File: src/verilog/gts_pkg.sv
// package: register map, field layout and output-select codes of the pin block
package gts_pkg;

  // ----------------------------------------------------------------------
  // sizes
  // ----------------------------------------------------------------------
  localparam int unsigned NUM_SLOTS = 12;
  localparam int unsigned NUM_PINS = 2;
  localparam int unsigned ADDR_W = 16;
  localparam int unsigned DATA_W = 16;
  localparam int unsigned SEL_W = 7;

  // ----------------------------------------------------------------------
  // register offsets
  // ----------------------------------------------------------------------
  localparam logic [15:0] OFS_OUTPUT_SELECT = 16'h0023;
  localparam logic [15:0] OFS_INPUT_LEVELS = 16'h0025;
  localparam logic [15:0] OFS_EXTENSION = 16'h0026;

  // ----------------------------------------------------------------------
  // field positions and reset values
  // ----------------------------------------------------------------------
  localparam int unsigned POS_PIN0_SEL = 0;
  localparam int unsigned POS_PIN1_SEL = 8;
  localparam int unsigned POS_IDLE_LEVEL = 8;
  localparam int unsigned POS_EDGE_INV = 7;
  localparam int unsigned POS_KEEP_ARMED = 6;
  localparam int unsigned POS_PIN_SELECT = 4;
  localparam logic [6:0] RST_SELECT = 7'h00;
  localparam logic [1:0] RST_PIN_SELECT = 2'h0;
  localparam logic [1:0] STAMP_PIN0 = 2'h0;
  localparam logic [1:0] STAMP_PIN1 = 2'h1;

  // ----------------------------------------------------------------------
  // output-select codes
  // ----------------------------------------------------------------------
  localparam logic [6:0] SEL_LOW = 7'h00;
  localparam logic [6:0] SEL_HIGH = 7'h01;
  localparam logic [6:0] SEL_PATTERN = 7'h10;
  localparam logic [6:0] SEL_SLEEP = 7'h11;
  localparam logic [2:0] GRP_ACTIVE = 3'h2;
  localparam logic [2:0] GRP_LED = 3'h3;
  localparam logic [2:0] GRP_MOD = 3'h4;
  localparam logic [2:0] GRP_DATA = 3'h5;
  localparam logic [3:0] IDX_ANY = 4'hF;

  // ----------------------------------------------------------------------
  // carriers
  // ----------------------------------------------------------------------
  typedef struct packed {
    logic [NUM_SLOTS-1:0] slot_active;  // slot running
    logic [NUM_SLOTS-1:0] led_pulse;    // led pulse per slot
    logic [NUM_SLOTS-1:0] mod_pulse;    // modulation pulse per slot
    logic [NUM_SLOTS-1:0] data_cycle;   // output data cycle per slot
    logic [NUM_SLOTS-1:0] slot_pattern_level; // pattern level per slot
    logic sleep;                        // device asleep
  } gts_events_t;

  typedef struct packed {
    logic slot_pattern_idle_level;
    logic stamp_edge_invert;
    logic stamp_keep_armed;
    logic [1:0] stamp_pin_select;
  } gts_ext_t;

endpackage : gts_pkg

File: src/verilog/gts_pin_block.sv
// general pin output select, input readback and time-stamp trigger logic
`timescale 1ns/1ps
// Operation
// - codes 0x37..0x3B drive the LED pulse of slots H..L
// - code 0x3F drives the OR of all slot LED pulses
// - codes 0x40..0x4B drive modulation pulse of slots A..L
// - code 0x4F drives the OR of all modulation pulses
// - codes 0x50..0x5B mark output data cycles of slots A..L
// - pin 0 select is 7 bits, same codes; bit above reads zero
// - input field reads levels of input-enabled pins; upper bits zero
// - code 0x10 returns to idle level after slot end and in sleep
// - edge invert clear: rising edge triggers; set: falling edge
// - keep-armed set: capture request not cleared after a capture
// - 2-bit stamp pin select; zero (reset) selects pin 0
// - stamp pin select one routes pin 1 to the trigger
// - code 0x10 drives per-slot level while slot runs, else idle
// - codes 0x00 and 0x01 drive constant low and high
module gts_pin_block #(
  parameter int unsigned NUM_SLOTS = gts_pkg::NUM_SLOTS
) (
  input wire logic clk,                          // 200 MHz clock
  input wire logic reset_n,                      // async reset, active low
  input wire logic [15:0] reg_addr,              // register address
  input wire logic reg_wr_en,                    // register write strobe
  input wire logic [15:0] reg_wr_data,           // register write data
  input wire logic reg_rd_en,                    // register read strobe
  output logic [15:0] reg_rd_data,               // read data, next cycle
  input wire gts_pkg::gts_events_t events,       // time-slot engine events
  input wire logic [1:0] pin_input_enable,       // pins enabled as inputs
  input wire logic [1:0] pin_output_enable,      // pins enabled as outputs
  input wire logic stamp_arm,                    // pulse: arm capture
  input wire logic [1:0] pin_in,                 // pin levels from pads
  output logic [1:0] pin_out,                    // pin drive levels
  output logic [1:0] pin_oe_n,                   // low while driving
  output logic stamp_capture_request,            // capture armed
  output logic stamp_trigger                     // pulse: take a stamp
);

  // ----------------------------------------------------------------------
  // output-select decode
  // ----------------------------------------------------------------------
  function automatic logic pick(input logic [NUM_SLOTS-1:0] vec,
                                input logic [3:0] idx);
    logic r;
    r = 1'b0;
    if (idx == gts_pkg::IDX_ANY) begin
      r = |vec;
    end else if (idx < 4'(NUM_SLOTS)) begin
      r = vec[idx];
    end
    return r;
  endfunction : pick

  function automatic logic decode(input logic [6:0] code,
                                  input gts_pkg::gts_events_t ev,
                                  input logic pattern);
    logic r;
    r = 1'b0;
    if (code == gts_pkg::SEL_HIGH) begin
      r = 1'b1;
    end else if (code == gts_pkg::SEL_PATTERN) begin
      r = pattern;
    end else if (code == gts_pkg::SEL_SLEEP) begin
      r = ev.sleep;
    end else begin
      case (code[6:4])
        gts_pkg::GRP_ACTIVE: begin
          r = (code[3:0] == gts_pkg::IDX_ANY) ? 1'b0
              : pick(ev.slot_active, code[3:0]);
        end
        gts_pkg::GRP_LED: r = pick(ev.led_pulse, code[3:0]);
        gts_pkg::GRP_MOD: r = pick(ev.mod_pulse, code[3:0]);
        gts_pkg::GRP_DATA: begin
          r = pick(ev.data_cycle, code[3:0]);
        end
        default: r = 1'b0;
      endcase
    end
    return r;
  endfunction : decode

  // ----------------------------------------------------------------------
  // register state
  // ----------------------------------------------------------------------
  logic [6:0] pin0_output_select_reg;
  logic [6:0] pin0_output_select_next;
  logic [6:0] pin1_output_select_reg;
  logic [6:0] pin1_output_select_next;
  gts_pkg::gts_ext_t ext_reg;
  gts_pkg::gts_ext_t ext_next;
  logic [15:0] rd_data_reg;
  logic [15:0] rd_data_next;
  logic [1:0] pin_sync1_reg;
  logic [1:0] pin_sync2_reg;
  logic [1:0] input_levels;

  // register writes and read data
  always_comb begin
    pin0_output_select_next = pin0_output_select_reg;
    pin1_output_select_next = pin1_output_select_reg;
    ext_next = ext_reg;
    rd_data_next = rd_data_reg;
    if (reg_wr_en && reg_addr == gts_pkg::OFS_OUTPUT_SELECT) begin
      pin0_output_select_next =
        reg_wr_data[gts_pkg::POS_PIN0_SEL +: gts_pkg::SEL_W];
      pin1_output_select_next =
        reg_wr_data[gts_pkg::POS_PIN1_SEL +: gts_pkg::SEL_W];
    end
    if (reg_wr_en && reg_addr == gts_pkg::OFS_EXTENSION) begin
      ext_next.slot_pattern_idle_level = reg_wr_data[gts_pkg::POS_IDLE_LEVEL];
      ext_next.stamp_edge_invert = reg_wr_data[gts_pkg::POS_EDGE_INV];
      ext_next.stamp_keep_armed = reg_wr_data[gts_pkg::POS_KEEP_ARMED];
      ext_next.stamp_pin_select =
        reg_wr_data[gts_pkg::POS_PIN_SELECT +: 2];
    end
    if (reg_rd_en) begin
      case (reg_addr)
        gts_pkg::OFS_OUTPUT_SELECT: begin
          rd_data_next = {1'b0, pin1_output_select_reg,
                          1'b0, pin0_output_select_reg};
        end
        gts_pkg::OFS_INPUT_LEVELS: begin
          rd_data_next = {14'h0000, input_levels};
        end
        gts_pkg::OFS_EXTENSION: begin
          rd_data_next = {7'h00, ext_reg.slot_pattern_idle_level,
                          ext_reg.stamp_edge_invert,
                          ext_reg.stamp_keep_armed,
                          ext_reg.stamp_pin_select, 4'h0};
        end
        default: rd_data_next = 16'h0000;
      endcase
    end
  end

  // register update
  always_ff @(posedge clk or negedge reset_n) begin
    if (!reset_n) begin
      pin0_output_select_reg <= gts_pkg::RST_SELECT;
      pin1_output_select_reg <= gts_pkg::RST_SELECT;
      ext_reg <= '0;
      rd_data_reg <= 16'h0000;
    end else begin
      pin0_output_select_reg <= pin0_output_select_next;
      pin1_output_select_reg <= pin1_output_select_next;
      ext_reg <= ext_next;
      rd_data_reg <= rd_data_next;
    end
  end

  assign reg_rd_data = rd_data_reg;

  // ----------------------------------------------------------------------
  // pin input synchroniser and readback
  // ----------------------------------------------------------------------
  // two flops before any logic sees a pad level
  always_ff @(posedge clk or negedge reset_n) begin
    if (!reset_n) begin
      pin_sync1_reg <= 2'h0;
      pin_sync2_reg <= 2'h0;
    end else begin
      pin_sync1_reg <= pin_in;
      pin_sync2_reg <= pin_sync1_reg;
    end
  end

  assign input_levels = pin_sync2_reg & pin_input_enable;

  // ----------------------------------------------------------------------
  // slot pattern and pin drive
  // ----------------------------------------------------------------------
  logic pattern_level;
  logic [1:0] pin_out_reg;
  logic [1:0] pin_out_next;
  logic [6:0] pin_sel [gts_pkg::NUM_PINS];

  // running slot's level, idle level between slots and in sleep
  always_comb begin
    if (events.sleep || ~|events.slot_active) begin
      pattern_level = ext_reg.slot_pattern_idle_level;
    end else begin
      pattern_level =
        |(events.slot_active & events.slot_pattern_level);
    end
  end

  assign pin_sel[0] = pin0_output_select_reg;
  assign pin_sel[1] = pin1_output_select_reg;

  // one decoder per pin
  genvar gp;
  generate
    for (gp = 0; gp < gts_pkg::NUM_PINS; gp++) begin : g_pin
      assign pin_out_next[gp] = decode(pin_sel[gp], events, pattern_level);
      assign pin_oe_n[gp] = ~pin_output_enable[gp];
    end
  endgenerate

  // drive levels come from flops
  always_ff @(posedge clk or negedge reset_n) begin
    if (!reset_n) begin
      pin_out_reg <= 2'h0;
    end else begin
      pin_out_reg <= pin_out_next;
    end
  end

  assign pin_out = pin_out_reg;

  // ----------------------------------------------------------------------
  // time-stamp trigger
  // ----------------------------------------------------------------------
  logic stamp_level;
  logic stamp_prev_reg;
  logic stamp_edge;
  logic request_reg;
  logic request_next;
  logic trigger_reg;
  logic trigger_next;

  // choose the trigger pin; codes 2 and 3 hold the trigger quiet
  always_comb begin
    case (ext_reg.stamp_pin_select)
      gts_pkg::STAMP_PIN0: stamp_level = pin_sync2_reg[0];
      gts_pkg::STAMP_PIN1: stamp_level = pin_sync2_reg[1];
      default: stamp_level = stamp_prev_reg;
    endcase
  end

  // rising edge, or falling edge when inverted
  assign stamp_edge = ext_reg.stamp_edge_invert
                    ? (stamp_prev_reg & ~stamp_level)
                    : (~stamp_prev_reg & stamp_level);

  // capture request: arm wins over the automatic clear
  always_comb begin
    trigger_next = request_reg & stamp_edge;
    request_next = request_reg;
    if (trigger_next && !ext_reg.stamp_keep_armed) begin
      request_next = 1'b0;
    end
    if (stamp_arm) begin
      request_next = 1'b1;
    end
  end

  always_ff @(posedge clk or negedge reset_n) begin
    if (!reset_n) begin
      stamp_prev_reg <= 1'b0;
      request_reg <= 1'b0;
      trigger_reg <= 1'b0;
    end else begin
      stamp_prev_reg <= stamp_level;
      request_reg <= request_next;
      trigger_reg <= trigger_next;
    end
  end

  assign stamp_capture_request = request_reg;
  assign stamp_trigger = trigger_reg;

endmodule : gts_pin_block

File: config.mk
export PLATFORM = sky130hd
export DESIGN_NAME = gts_pin_block
export DESIGN_NICKNAME = d
export VERILOG_FILES = /design/src/verilog/gts_pkg.sv /design/src/verilog/gts_pin_block.sv
export SDC_FILE = /design/constraint.sdc
export NUM_CORES = 1
export LEC_CHECK = 0
export BUFFER_PORTS_ARGS = -buffer_cell sky130_fd_sc_hd__buf_2
export CORE_MARGIN = 2
export CORE_UTILIZATION = 40
export CTS_CLUSTER_DIAMETER = 60
export DETAILED_ROUTE_END_ITERATION = 7
export GPL_TIMING_DRIVEN = 0
export MAX_ROUTING_LAYER = met4
export PLACE_DENSITY = 0.68
export SYNTH_ARGS = -nofsm -noshare
export SYNTH_HDL_FRONTEND = slang
export SYNTH_SLANG_ARGS = --single-unit
File: constraint.sdc
create_clock -name clk -period 1.9 [get_ports clk]
set_clock_uncertainty 0.05 [all_clocks]
set_input_delay 0.285 -clock clk [delete_from_list [all_inputs] [get_ports clk]]
set_output_delay 0.285 -clock clk [all_outputs]
set_load 0.005 [all_outputs]
======== Word-level counts from Yosys, hierarchy flattened ========
Cells that the tools add are included.
storage, ports and cells
  bits in registers ....................... 44
  input port bits ......................... 104
  word-level logic and storage cells ...... 105
operators by class
  magnitude comparators ................... 4
  eq/ne operators ......................... 20
  mux-type cells .......................... 46
  bitwise logic cells ..................... 9
  reductions and logical operators ........ 13
operators with widths
  cell                   count
  $reduce_or A12 Y1      5
  $eq A16 B6 Y1 const B  3
  $pmux W15 S3           1
  $mux W1                34
  $bmux W1 S4            8
  $eq A7 B5 Y1 const B   4
  $eq A7 B1 Y1 const B   2
  $and A12 B12 Y12       1
  $eq A3 B2 Y1 const B   4
  $eq A3 B3 Y1 const B   4
  $lt A4 B5 Y1 const B   2
  $eq A4 B4 Y1 const B   2
  $lt A4 B4 Y1 const B   2
  $pmux W1 S4            2
  $not A1 Y1             4
  $and A1 B1 Y1          3
  $logic_and A1 B1 Y1    3
  $and A2 B2 Y2          1
  $eq A2 B1 Y1 const B   1
  $logic_not A1 Y1       2
  $logic_not A2 Y1       1
  $pmux W1 S2            1
  $reduce_bool A2 Y1     1
  $logic_or A1 B1 Y1     1

======== Longest topological paths before layout ========
  depth after elaboration ................. 9
  depth in mapped cells ................... 8

======== Worst setup path before layout ========
Ideal clock, no wire load.
  path kind ............................... flip-flop to flip-flop
  start ................................... register pin1_output_select_reg[1]
  end ..................................... register pin_out_reg[1] (netlist: pin_out[1])
  arrival time ............................ 1,837 ps
  setup slack ............................. -125 ps
  cell stages (with the launch flop) ...... 7
  clock period less this slack ............ 2,025 ps
  cells stage by stage .................... dfrtp_1 -> buf_6 -> mux4_2 -> mux2i_1 -> o221ai_1 -> o2bb2ai_1 -> or4_1
between the ends
  cells in the longest elaborated chain, start to end .. 8
RTL lines
  element                        line                                      source
  start, declared                gts_pin_block.sv:87                       logic [6:0] pin1_output_select_reg;
  start signal, assigned         gts_pin_block.sv:140                      pin1_output_select_reg <= gts_pkg::RST_SELECT;
  start signal, assigned         gts_pin_block.sv:145                      pin1_output_select_reg <= pin1_output_select_next;
  $bmux W1 S4                    gts_pin_block.sv:49                       r = vec[idx];
  $mux W1 (implied by the code)  gts_pin_block.sv:49
  $mux W1                        gts_pin_block.sv:48                       end else if (idx < 4'(NUM_SLOTS)) begin
  $mux W1 (on tied branches)     gts_pin_block.sv:46, gts_pin_block.sv:68
  $pmux W1 S4                    gts_pin_block.sv:66                       case (code[6:4])
  $mux W1                        gts_pin_block.sv:63                       end else if (code == gts_pkg::SEL_SLEEP) begin
  $mux W1                        gts_pin_block.sv:61                       end else if (code == gts_pkg::SEL_PATTERN) begin
  $mux W1 (*)                    gts_pin_block.sv:59                       if (code == gts_pkg::SEL_HIGH) begin
  net pin_out_next[1]            gts_pin_block.sv:174                      logic [1:0] pin_out_next;
  end signal, assigned           gts_pin_block.sv:204                      pin_out_reg <= pin_out_next;
  end, declared                  gts_pin_block.sv:173                      logic [1:0] pin_out_reg;
Mark *: on every way through the listed nets, which the timed path passes. The rest lies on a longest branch. The select of a mux whose other input is x is not followed.
A chain may end at the register's enable or synchronous reset.

======== Worst setup path in the final report ========
Ends and elaborated chain as after synthesis.

==> flow_summary.ini <==
[outcome]
outcome = finished with violations
violations = setup timing

[sta]
setup_ws_ns = -0.284
fin_crit_sh_pct = 115
period_minus_slack_ns = 2.18
drv_slew = 0
tns_ns = -0.300
setup_violations = 2
rsz0062_at_grt = true
worstMarginPinSlew_ns = 0.955
max_freq_mhz = 458
hold_viol_final = 0
max-slew-margin-rel_pct = 36.3

[global_routing]
grt_max_degree = 44
grt_antenna_before_repair = 0
overflow = 0
grt_pass1_wl_um = 14800
grt.total_usage_pct = 23.2
grt_pass1_vias = 2992

[floorplanning]
die_w_um = 90.4
rows = 31
start_util_pct = 41.2
pin_count = 126
die_area_um2 = 8180
die-height_um = 90.4
core_area_um2 = 7250

[clock_tree]
cts_tree = built
clock_sinks = 43
cts_root_buf = clkbuf_8
htree_num_levels = 2
clk_latency_ns = 0.28
cts_inserted_buffers = 5
clock_path_buffers = 2
clk_pin_slew_ns = 0.08

[detailed_routing]
vias_per_cell = 5.88
wl_met2_um = 4390
drtIter0Drc = 237
dr.pass1.iters = 4
drcViolationCount = 0
highest_layer = met4
wl_met3_um = 727
met1_length_um = 4070
drt-total-wl_um = 9290
routedWlPerCell_um = 18.1
postRouteAntennaNets = 0
vias = 3014

[synth]
synth-edff-count = 0
ys_ff_latch = 43
synth.distinct_cells = 53
synthCells = 277
netlist_area_um2 = 2990
yosys.area.top_type = dfrtp_1
async_flop_share_pct = 100
seq_area_frac_synth_pct = 36.0
synth_area_leaders = dfrtp_1 (36%), mux2_1 (8.3%), mux4_2 (7.5%), mux2i_1 (4.4%), nor4_1 (3.6%)
synthDominantCellAreaShare_pct = 36.0
ys_warn_count = 0
syn-mean-instance-area_um2 = 10.8
ys_top_cells_by_count = dfrtp_1 (43), mux2_1 (22), nor4_1 (17)
synth_most_common_cell = dfrtp_1
synth_fp_nets = 381
synth_ff_type = dfrtp_1

[min_path]
hp-class = in2reg

[flow_run]
cap_violations = 0

[place]
post-dp-hpwl_um = 7140
place_area_um2 = 3720
place_congestion = 0.913
port_buffers = 122

[cells_and_area]
antenna-diode-count = 0
drive_gt1_share_pct = 44.4
fin_area_um2 = 4020
area_growth_pct = 34.7
largest_register_ffs = 15
fin_nets = 517
fillers = 668

[pwr]
power_density_nw_per_um2 = 476
p_sw_mw = 0.432
peakVddDrop_mv = 0.324
p_comb_share_pct = 13.9
sequentialPowerShare_pct = 48.3
p_clk_share_pct = 37.8
swShare_pct = 22.6
p_int_mw = 1.48
p_leak_nw = 1.91

[critical_path]
cp-start-kind = register
rrSetupSlack_ns = -0.28
cp-endpoint = pin_out[1]
timing.rr.end = pin_out[1]
crit_start = pin1_output_select_reg[1]
arrival_ns = 2.29
critical_path.cell_chain = buf_6 > mux4_1 > nand3b_1 > o221ai_1 > o2bb2ai_1 > or4_1
critPathCaptureType = register
critical-path-max-stage-delay_ns = 0.57
cp_slowest_cell = mux4_1
path_max_fanout = 7
reg2reg_from = pin1_output_select_reg[1]
critPathRequiredTime_ns = 2.01
crit_type = reg2reg
reg2reg_depth = 6
-- layout by cell type (no fill, tap or decap), types with 5 or more instances in the layout --
cell and instances:
a31oi_1 5, mux2i_1 13, inv_1 10, mux4_2 10, mux2_1 22, clkbuf_8 7, o21ai_0 6, buf_2 127
o31ai_1 6, nand3_1 6, dfrtp_1 40, a221o_1 6, buf_4 11, nor2_1 7, nor4_1 17, nand2b_1 7
a22o_1 12, nor2b_1 12
-- cell families after synthesis --
group                  Yosys count  synth area share, %
flip-flops                      43                 36.0
buffers and inverters           32                 5.07
AND/OR/NAND/NOR                 88                 18.3
AO/OA/AOI/OAI                   62                 16.0
multiplexers                    51                 24.5
other                            1                0.126
-- stage by stage --
| stage | setup slack [ns] | hold WS (ns) | power, mW | util (%) | std cells |
|---|---|---|---|---|---|
| after detailed placement | -0.612 | 0.287 | 1.20 | 51.3 | 498 |
| after global placement | -0.621 | 0.282 | 1.20 | 51.3 | 498 |
| after global routing | -0.361 | 0.0423 | 2.00 | 55.5 | 513 |
| final | -0.284 | 0.0512 | 1.92 | 55.5 | 513 |
| after floorplan | -0.112 | -0.0606 | 1.03 | - | 277 |
| after CTS | -0.271 | 0.0430 | 1.93 | 53.8 | 508 |
-- layout make-up --
type / instances / area [um^2] / area share (%)
Tap cell: 99 / 124 / 3.08
Timing Repair Buffer: 130 / 671 / 16.7
Clock inverter: 2 / 35.0 / 0.871
Sequential cell: 43 / 1080 / 26.8
Clock buffer: 6 / 82.6 / 2.05
Multi-Input combinational cell: 202 / 1840 / 45.7
Buffer: 20 / 153 / 3.79
Inverter: 11 / 41.3 / 1.03
-- worst max-delay path: cells and delay by family, from the launching register on --
kind	cells	cell delay, ns
multiplexers	1	0.57
AND/OR/NAND/NOR	2	0.62
AO/OA/AOI/OAI	2	0.27
flip-flops	1	0.37
buffers and inverters	1	0.16
-- repair_timing --
item | CTS | global route
hold buffers | 0 | 0
setup buffers | 3 | 5
pin swaps | 1 | 8
gates resized for setup | 17 | 24
endpoints found under the setup margin | 12 | 26
-- metal layers --
metal  GRT usage (%)  vias to the layer above
met5               -                        -
li1                -                     1379
met3            4.26                       10
met2            37.0                      153
met1            30.9                     1472
met4            5.26                        0
-- power by group through the flow --
stage	Sequential [mW]	Combinational (mW)	Clock (mW)
after floorplan	0.944	0.0819	0
after global placement	0.944	0.252	0
after detailed placement	0.944	0.258	0
after CTS	0.926	0.260	0.741
after global routing	0.927	0.294	0.778
final	0.926	0.266	0.724
-- worst min path at each step --
stage                     startpoint          endpoint  slack, ns  depth (start not counted)
global placement    pin_sync1_reg[1]  pin_sync2_reg[1]       0.28                          0
floorplan                    reset_n        ext_reg[0]      -0.06                          0
global route               pin_in[0]  pin_sync1_reg[0]       0.04                          1
detailed placement  pin_sync1_reg[1]  pin_sync2_reg[1]       0.29                          0
CTS                        pin_in[1]  pin_sync1_reg[1]       0.04                          1
finish                     pin_in[1]  pin_sync1_reg[1]       0.05                          1
Note: power is estimated with default switching activity, not from simulation.
